[src/fault_cfg_map.svh]
// offsets, field positions, reset values and timing counts of the fault setting word
//Contract
//RULE_01: no-motor condition must persist for chosen deglitch
//RULE_02: mode 0 recirculates, asserts fault, resumes next cycle
//RULE_03: mode 1 like mode 0, fault pin inactive
//RULE_04: modes 2,3 hold until voltage below threshold
//RULE_05: software uses modes 2,3 only with high-side modulation
//RULE_06: retry modes resume after programmed cycles; 5 silent
//RULE_07: mode 6 only reports, no driver action
//RULE_08: mode 7 and above disable limiting
//RULE_09: lock threshold is code times 0.1 V
//RULE_10: retry count field gives 0 to 7 cycles
//RULE_11: lock overcurrent qualified by 4-bit deglitch time
//RULE_12: parity bit stored, all fields read back unchanged
`ifndef FAULT_CFG_MAP_SVH
`define FAULT_CFG_MAP_SVH
`define FSW1_OFFSET 8'h92
`define FSW1_RESET 32'h0000_0000
`define PARITY_BIT 31
`define NOMTR_LSB 27
`define CBC_LSB 23
`define LOCKI_LSB 19
`define LOCKMODE_LSB 15
`define LOCKDEG_LSB 11
`define RETRY_LSB 8
`define CLK_HZ 40000000
`define CYC_PER_MS (`CLK_HZ / 1000)
`endif

[src/fault_cfg_pkg.sv]
// state type for the per-cycle current limit reaction
`default_nettype none
package fault_cfg_pkg;
	typedef enum logic [1:0] {
		ST_RUN = 2'b00,
		ST_RECIRC = 2'b01,
		ST_WAIT_LOW = 2'b11,
		ST_RETRY = 2'b10
	} limit_state_type;
endpackage
`default_nettype wire

[src/fault_current_limit_config.sv]
// fault setting word register and the per-cycle current limit reaction it steers
`timescale 1ns/10ps
`default_nettype none
`include "fault_cfg_map.svh"
module fault_current_limit_config #(
	parameter int CYC_PER_MS = `CYC_PER_MS
) (
	input wire logic sys_clk,
	input wire logic sys_rst,
	input wire logic [7:0] cfg_addr,
	input wire logic cfg_wr,
	input wire logic [31:0] cfg_wdata,
	output logic [31:0] cfg_rdata,
	input wire logic pwm_cycle_start,
	input wire logic overcurrent,
	input wire logic sensed_phase_voltage_high,
	input wire logic absent_motor_raw,
	input wire logic [3:0] stall_current_code,
	output logic recirculate,
	output logic fault_pin_n,
	output logic limit_report,
	output logic absent_motor_fault,
	output logic stall_current_fault,
	output logic [3:0] lock_threshold_code
);
	import fault_cfg_pkg::*;

	logic [31:0] word_q, word_d;
	logic [31:0] rdata_q, rdata_d;
	limit_state_type st_q, st_d;
	logic [2:0] cnt_q, cnt_d;
	logic recirc_q, recirc_d;
	logic fault_q, fault_d;
	logic fault_n_q, fault_n_d;
	logic report_q, report_d;
	logic [3:0] thr_q, thr_d;
	logic am_s1_q, am_s2_q, oc_s1_q, oc_s2_q, vh_s1_q, vh_s2_q;
	logic [3:0] sc_s1_q, sc_s2_q;
	logic absent_q, stall_q;
	logic absent_qual, stall_qual;
	logic stall_cond;
	logic [15:0] absent_ms, stall_ms;
	logic [3:0] policy;
	logic [2:0] retry_cnt;
	logic [2:0] absent_code;
	logic [3:0] stall_deg_code;

	assign policy = word_q[`CBC_LSB +: 4];
	assign retry_cnt = word_q[`RETRY_LSB +: 3]; // RULE_10
	assign absent_code = word_q[`NOMTR_LSB +: 3];
	assign stall_deg_code = word_q[`LOCKDEG_LSB +: 4];

	// register: whole word stored, parity included, read back as written
	always_comb begin
		word_d = word_q;
		if (cfg_wr && cfg_addr == `FSW1_OFFSET)
			word_d = cfg_wdata; // RULE_12
		rdata_d = (cfg_addr == `FSW1_OFFSET) ? word_q : 32'h0000_0000; // RULE_12
	end

	always_ff @(posedge sys_clk) begin
		if (sys_rst) begin
			word_q <= `FSW1_RESET;
			rdata_q <= 32'h0000_0000;
		end else begin
			word_q <= word_d;
			rdata_q <= rdata_d;
		end
	end

	// pins from the analog side cross in through two flops
	always_ff @(posedge sys_clk) begin
		if (sys_rst) begin
			am_s1_q <= 1'b0;
			am_s2_q <= 1'b0;
			oc_s1_q <= 1'b0;
			oc_s2_q <= 1'b0;
			vh_s1_q <= 1'b0;
			vh_s2_q <= 1'b0;
			sc_s1_q <= 4'h0;
			sc_s2_q <= 4'h0;
		end else begin
			am_s1_q <= absent_motor_raw;
			am_s2_q <= am_s1_q;
			oc_s1_q <= overcurrent;
			oc_s2_q <= oc_s1_q;
			vh_s1_q <= sensed_phase_voltage_high;
			vh_s2_q <= vh_s1_q;
			sc_s1_q <= stall_current_code;
			sc_s2_q <= sc_s1_q;
		end
	end

	// deglitch tables in milliseconds
	always_comb begin
		case (absent_code) // RULE_01
			3'h0: absent_ms = 16'h0001;
			3'h1: absent_ms = 16'h000A;
			3'h2: absent_ms = 16'h0019;
			3'h3: absent_ms = 16'h0032;
			3'h4: absent_ms = 16'h0064;
			3'h5: absent_ms = 16'h00FA;
			3'h6: absent_ms = 16'h01F4;
			default: absent_ms = 16'h03E8;
		endcase
		case (stall_deg_code) // RULE_11
			4'h0: stall_ms = 16'h0001;
			4'h1: stall_ms = 16'h0002;
			4'h2: stall_ms = 16'h0005;
			4'h3: stall_ms = 16'h000A;
			4'h4: stall_ms = 16'h0019;
			4'h5: stall_ms = 16'h0032;
			4'h6: stall_ms = 16'h004B;
			4'h7: stall_ms = 16'h0064;
			4'h8: stall_ms = 16'h00FA;
			4'h9: stall_ms = 16'h01F4;
			4'hA: stall_ms = 16'h03E8;
			4'hB: stall_ms = 16'h09C4;
			4'hC: stall_ms = 16'h1388;
			4'hD: stall_ms = 16'h2710;
			4'hE: stall_ms = 16'h61A8;
			default: stall_ms = 16'hC350;
		endcase
	end

	// code 0 means not applicable, so no stall current is ever flagged
	assign stall_cond = (thr_q != 4'h0) && (sc_s2_q >= thr_q); // RULE_09

	ms_filter #(.CYC_PER_MS(CYC_PER_MS)) absent_filter (
		.sys_clk(sys_clk),
		.sys_rst(sys_rst),
		.cond(am_s2_q),
		.limit_ms(absent_ms),
		.qualified(absent_qual)
	);

	ms_filter #(.CYC_PER_MS(CYC_PER_MS)) stall_filter (
		.sys_clk(sys_clk),
		.sys_rst(sys_rst),
		.cond(stall_cond),
		.limit_ms(stall_ms),
		.qualified(stall_qual)
	);

	// per-cycle limit reaction
	always_comb begin
		st_d = st_q;
		cnt_d = cnt_q;
		recirc_d = recirc_q;
		fault_d = fault_q;
		report_d = 1'b0;
		thr_d = word_q[`LOCKI_LSB +: 4]; // RULE_09
		case (st_q)
			ST_RUN: begin
				recirc_d = 1'b0;
				fault_d = 1'b0;
				if (oc_s2_q) begin
					if (policy == 4'h6) begin
						report_d = 1'b1; // RULE_07
					end else if (policy <= 4'h5) begin
						recirc_d = 1'b1;
						fault_d = (policy == 4'h0) || (policy == 4'h2) || (policy == 4'h4); // RULE_02 RULE_03 RULE_06
						cnt_d = retry_cnt;
						if (policy == 4'h2 || policy == 4'h3)
							st_d = ST_WAIT_LOW; // RULE_04
						else if (policy == 4'h4 || policy == 4'h5)
							st_d = ST_RETRY; // RULE_06
						else
							st_d = ST_RECIRC; // RULE_02
					end else begin
						// codes 7 and up: limiting off, driver left alone
						recirc_d = 1'b0; // RULE_08
					end
				end
			end
			ST_RECIRC: begin
				if (pwm_cycle_start)
					st_d = ST_RUN; // RULE_02 RULE_03
			end
			ST_WAIT_LOW: begin
				// RULE_05 leaves availability to software
				if (!vh_s2_q)
					st_d = ST_RUN; // RULE_04
			end
			ST_RETRY: begin
				if (cnt_q == 3'h0)
					st_d = ST_RUN; // RULE_06
				else if (pwm_cycle_start)
					cnt_d = cnt_q - 3'h1; // RULE_10
			end
			default: st_d = ST_RUN;
		endcase
		if (st_d == ST_RUN && st_q != ST_RUN) begin
			recirc_d = 1'b0;
			fault_d = 1'b0;
		end
		// pin gets its own flop so the output needs no inverter after the register
		fault_n_d = ~fault_d;
	end

	always_ff @(posedge sys_clk) begin
		if (sys_rst) begin
			st_q <= ST_RUN;
			cnt_q <= 3'h0;
			recirc_q <= 1'b0;
			fault_q <= 1'b0;
			fault_n_q <= 1'b1;
			report_q <= 1'b0;
			thr_q <= 4'h0;
			absent_q <= 1'b0;
			stall_q <= 1'b0;
		end else begin
			st_q <= st_d;
			cnt_q <= cnt_d;
			recirc_q <= recirc_d;
			fault_q <= fault_d;
			fault_n_q <= fault_n_d;
			report_q <= report_d;
			thr_q <= thr_d;
			absent_q <= absent_qual; // RULE_01
			stall_q <= stall_qual; // RULE_11
		end
	end

	assign cfg_rdata = rdata_q;
	assign recirculate = recirc_q;
	assign fault_pin_n = fault_n_q;
	assign limit_report = report_q;
	assign absent_motor_fault = absent_q;
	assign stall_current_fault = stall_q;
	assign lock_threshold_code = thr_q;
endmodule
`default_nettype wire

[src/ms_filter.sv]
// persistence filter: output rises once input has held for a millisecond count
`timescale 1ns/10ps
`default_nettype none
`include "fault_cfg_map.svh"
module ms_filter #(
	parameter int CYC_PER_MS = `CYC_PER_MS
) (
	input wire logic sys_clk,
	input wire logic sys_rst,
	input wire logic cond,
	input wire logic [15:0] limit_ms,
	output logic qualified
);
	logic [15:0] pre_q, pre_d;
	logic [15:0] ms_q, ms_d;
	logic qual_q, qual_d;

	always_comb begin
		pre_d = pre_q;
		ms_d = ms_q;
		qual_d = qual_q;
		if (!cond) begin
			pre_d = '0;
			ms_d = '0;
			qual_d = 1'b0;
		end else if (!qual_q) begin
			if (pre_q == 16'(CYC_PER_MS - 1)) begin
				pre_d = '0;
				ms_d = ms_q + 16'h0001;
				if (ms_d >= limit_ms)
					qual_d = 1'b1;
			end else begin
				pre_d = pre_q + 16'h0001;
			end
		end
	end

	always_ff @(posedge sys_clk) begin
		if (sys_rst) begin
			pre_q <= '0;
			ms_q <= '0;
			qual_q <= 1'b0;
		end else begin
			pre_q <= pre_d;
			ms_q <= ms_d;
			qual_q <= qual_d;
		end
	end

	assign qualified = qual_q;
endmodule
`default_nettype wire

[config.mk]
export PLATFORM = sky130hd
export DESIGN_NAME = fault_current_limit_config
export DESIGN_NICKNAME = d
export VERILOG_FILES = /design/src/fault_cfg_pkg.sv /design/src/fault_current_limit_config.sv /design/src/ms_filter.sv
export VERILOG_INCLUDE_DIRS = /design/src /design/src/src
export SDC_FILE = /design/constraint.sdc
export NUM_CORES = 1
export LEC_CHECK = 0
export ABC_AREA = 1
export BUFFER_PORTS_ARGS = -buffer_cell sky130_fd_sc_hd__buf_4
export CORE_MARGIN = 10
export CORE_UTILIZATION = 55
export DETAILED_ROUTE_END_ITERATION = 12
export PLACE_DENSITY = 0.87
export SLEW_MARGIN = 5
export SYNTH_ARGS = -nofsm -noshare
export SYNTH_HDL_FRONTEND = slang
export SYNTH_SLANG_ARGS = --single-unit
[constraint.sdc]
create_clock -name sys_clk -period 2.6 [get_ports sys_clk]
set_input_delay 0.52 -clock sys_clk [delete_from_list [all_inputs] [get_ports sys_clk]]
set_output_delay 0.52 -clock sys_clk [all_outputs]
set_load 0.1 [all_outputs]
==> impl_results.md <==
- Syn Area/Cell: 7.683 sq um
- Crit path max fanout: 3
- Initial core utilization: 0.5584
- Kind of critical path: reg2reg
- CORE AREA: 0.01377 sq mm
- # diodes: 0
- Hold Path Stages: 3
- GRT Total Usage: 0.1784
- Largest net degree at the start of global routing: 57
- Internal cell power: 0.004121 W
- GPL Wtd Cong: 0.8977
- Area contributors post-synth: dfxtp_1, inv_1, nand2_1
- Sequential area share after synthesis: 0.4555
- CTS max path bufs: 2
- Tcrit/Tclk final: 0.9722
- Area of the multi-input gates: 0.003525 sq mm
- Die area: 0.01911 sq mm
- Reg2Reg Capture Point: stall_filter.qualified$_SDFF_PP0_
- Residual DRC: 0
- Achievable frequency: 395.6 MHz
- Startpoint types: flip-flop
- Pre-antenna DRT Iters: 6
- Sw Pwr: 0.001230 W
- Status: finished, final reports clean
- Max VDD drop: 596.8 uV
- IO Count: 92
- Worst Hold Endpoint: vh_s1_q$_SDFF_PP0_
- Placed Cells: 1,256
- Post-synthesis async set-or-reset flop share: 0
- Final hold violations: 0
- Top post-synthesis cells by count: dfxtp_1, inv_1, nand2_1, nor2_1, a21oi_1
- Leakage power: 3.952 nW
- Clk sinks: 175
- Distinct cell type count after synthesis: 38
- Worst reg2reg path depth: 18
- Register Area: 0.003508 sq mm
- Setup violators final: 0
- Layout cells sized above 1: 0.1638
- H-tree depth: 4
- Critical Path Slowest Stage Cell: dfxtp_4
- Via count: 6,657
- Worst slew pin tran: 516.3 ps
- Die Wd: 138.3 um
- Cell Chain, Critical Path: ha_4 > nand2_2 > nor2_4 > nand2_1 > inv_2 > nand3_4 > nor3_4 > nand3_2 > xnor2_2 > ha_1 > nand2_2 > inv_2 > nand3_4 > nor3_4 > nand2_1 > nand3_1 > nand2_1 > a21oi_1
- Slew Limit Fails: 0
- Post-route ant nets: 0
- Cell Count, Final, Fillers Out: 1,291
- # Max-Cap Violations: 0
- Post-synthesis register bit count: 175
- Reg-to-reg slack, setup: 70 ps
- Hold buffer count at CTS: 0
- Post-synth EDFFs: 0
- DP Area: 0.008551 sq mm
- Routed WL per cell: 13.79 um
- Max incr delay on CP: 370 ps
- Fillers: 1,044
- Clk_lat worst skew: 430 ps
- Sequential power share: 0.505
- Fin Setup TNS: 0 ps
- Worst min path class: in2reg
- Port-buffer cells: 91
- RR Startpoint: stall_filter.ms_q[1]$_SDFFE_PP0P_
- CTS tree: done
- Yosys top cell by area: dfxtp_1
- CP Data Arrival Time: 2890 ps
- Pwr/cell area: 578.6 mW/mm^2
- Gr ovfl total: 0
- Gate Count Post-Synth: 1,001
- Clock root cell: clkbuf_16
- Register clock-pin slew on the reported worst setup and hold paths: 70 ps
- Synthesized area: 0.007691 sq mm
- Fin Hold WS: 301.3 ps
- Worst path required time: 2960 ps
- Die height: 138.3 um
- Nets: 1,190
- Top-count cell post-synth: dfxtp_1
- Syn nets: 1,092
- Synth top area share: 0.4555
- Tot Pwr: 0.005351 W
- CTS buffer count: 17
- Design area: 0.009249 sq mm
- Logic gate share of total power: 0.030
- Post-synth top flop: dfxtp_1
- Most used cell along the critical path: nand2_1
- Clock Skew: 9.056 ps
- RSZ-0062 raised after global routing: yes
- Share of power burned in the clock network: 0.465
- DPL Wire Length: 12,450 um
- Worst Setup End Kind: flip-flop
- Vias in the first global route: 6,303
- Fin crit period: 2528 ps
- Synth warn: 0
- Initial antenna violation count: 0
- P&R area growth vs syn: 20.25%
- Routed WL: 17,810 um
- Row cnt: 43
- Slew Limit Headroom: 0.6549
- Detailed Route Iter0 Violations: 494
- Vias/cell: 5.156
- Sw frac: 0.2299
- Startpoint of the worst hold path: sensed_phase_voltage_high
- First-pass GRT wire length: 29,190 um
## cells in the final DEF (no fill, tap or decap), types with 2 or more instances in the layout
cell,count
dfxtp_1,173
inv_1,166
nand2_1,158
nor2_1,119
buf_4,102
a21oi_1,70
o21ai_0,57
ha_1,39
nand3_1,37
xor2_1,24
nand4_1,18
clkbuf_16,17
nor3_1,16
o22ai_1,16
nand2_2,9
inv_2,7
nand3_2,6
nor2_2,6
o21ai_1,6
nor2_4,5
xnor2_1,5
nor4_1,5
nor3b_1,4
a211oi_1,4
inv_6,4
nor3_4,3
nor3_2,3
a22o_1,3
clkinv_4,3
o21a_1,2
nand3_4,2
or2_1,2
o211ai_1,2
clkinvlp_4,2
inv_8,2
## cell type report
type,instances,area share
multi-input combinational,630,0.3811
sequential,175,0.3793
timing repair buffer,102,0.08279
inverter,173,0.07021
clock buffer,17,0.04600
tap,180,0.02435
clock inverter,14,0.01623
## cell families after synthesis
group | count (synthesis) | share of synthesized area
simple gates | 396 | 0.2326
buf+inv | 196 | 0.09793
flops | 175 | 0.4555
compound gates | 163 | 0.1136
fa+ha+maj | 40 | 0.06507
xor+xnor | 31 | 0.03530
## critical path, delay by kind of cell, from the launching register on
| family | cells | cell delay [ps] |
|---|---|---|
| xor gates and xnor gates | 1 | 160 |
| buffers and inverters | 2 | 150 |
| and+or+nand+nor | 12 | 1240 |
| AOI/OAI and AO/OA | 1 | 100 |
| DFF | 1 | 370 |
| adders and majority gates | 2 | 430 |
## flip-flops by register name, indices dropped and copies added (netlist names), 2 cells and up
signal,flops
absent_filter.ms_q,16
absent_filter.pre_q,16
cfg_rdata,32
cnt_q,3
lock_threshold_code,4
sc_s1_q,4
sc_s2_q,4
st_q,2
stall_filter.ms_q,16
stall_filter.pre_q,16
stall_ms,16
word_q,32
## power by group through the flow
stage,registers (W),clock network [W],logic (W)
finish,0.00270,0.00249,0.000162
global route,0.00270,0.00261,0.000180
CTS,0.00270,0.00251,0.000162
detailed placement,0.00277,0,0.000159
global placement,0.00276,0,0.000153
floorplan,0.00277,0,0.0000716
## stage by stage
step	util	setup slack (ps)
after floorplan	-	282.5
after global placement	0.6208	217.2
after detailed placement	0.6208	93.11
after CTS	0.6626	83.53
after global routing	0.6715	-131.1
final	0.6715	72.26
## timing repair
action                     4_1_cts  5_1_grt
setup endpoints to repair        0        1
gates resized for setup          0       21
buffers inserted                 0        4
## worst max path at each step
stage                                              end  cells past startpoint                              start  slack (ps)
floorplan           stall_filter.ms_q[10]$_SDFFE_PP0P_                      9  lock_threshold_code[1]$_SDFF_PP0_         280
global placement     stall_filter.qualified$_SDFF_PP0_                     18  stall_filter.ms_q[1]$_SDFFE_PP0P_         220
detailed placement   stall_filter.qualified$_SDFF_PP0_                     18  stall_filter.ms_q[1]$_SDFFE_PP0P_          90
CTS                  stall_filter.qualified$_SDFF_PP0_                     18  stall_filter.ms_q[1]$_SDFFE_PP0P_          80
global route         stall_filter.qualified$_SDFF_PP0_                     17  stall_filter.ms_q[0]$_SDFFE_PP0P_        -130
finish               stall_filter.qualified$_SDFF_PP0_                     18  stall_filter.ms_q[1]$_SDFFE_PP0P_          70
## routing by layer
layer / vias to the layer above / routed length [um] / track usage
met1: 3013 / 7512 / 0.2115
met2: 230 / 8372 / 0.2879
met3: 27 / 1607 / 0.07260
li1: 3387 / - / -
met5: - / 0 / 0
met4: 0 / 314 / 0.05660
Note: power is estimated with default switching activity, not from simulation.
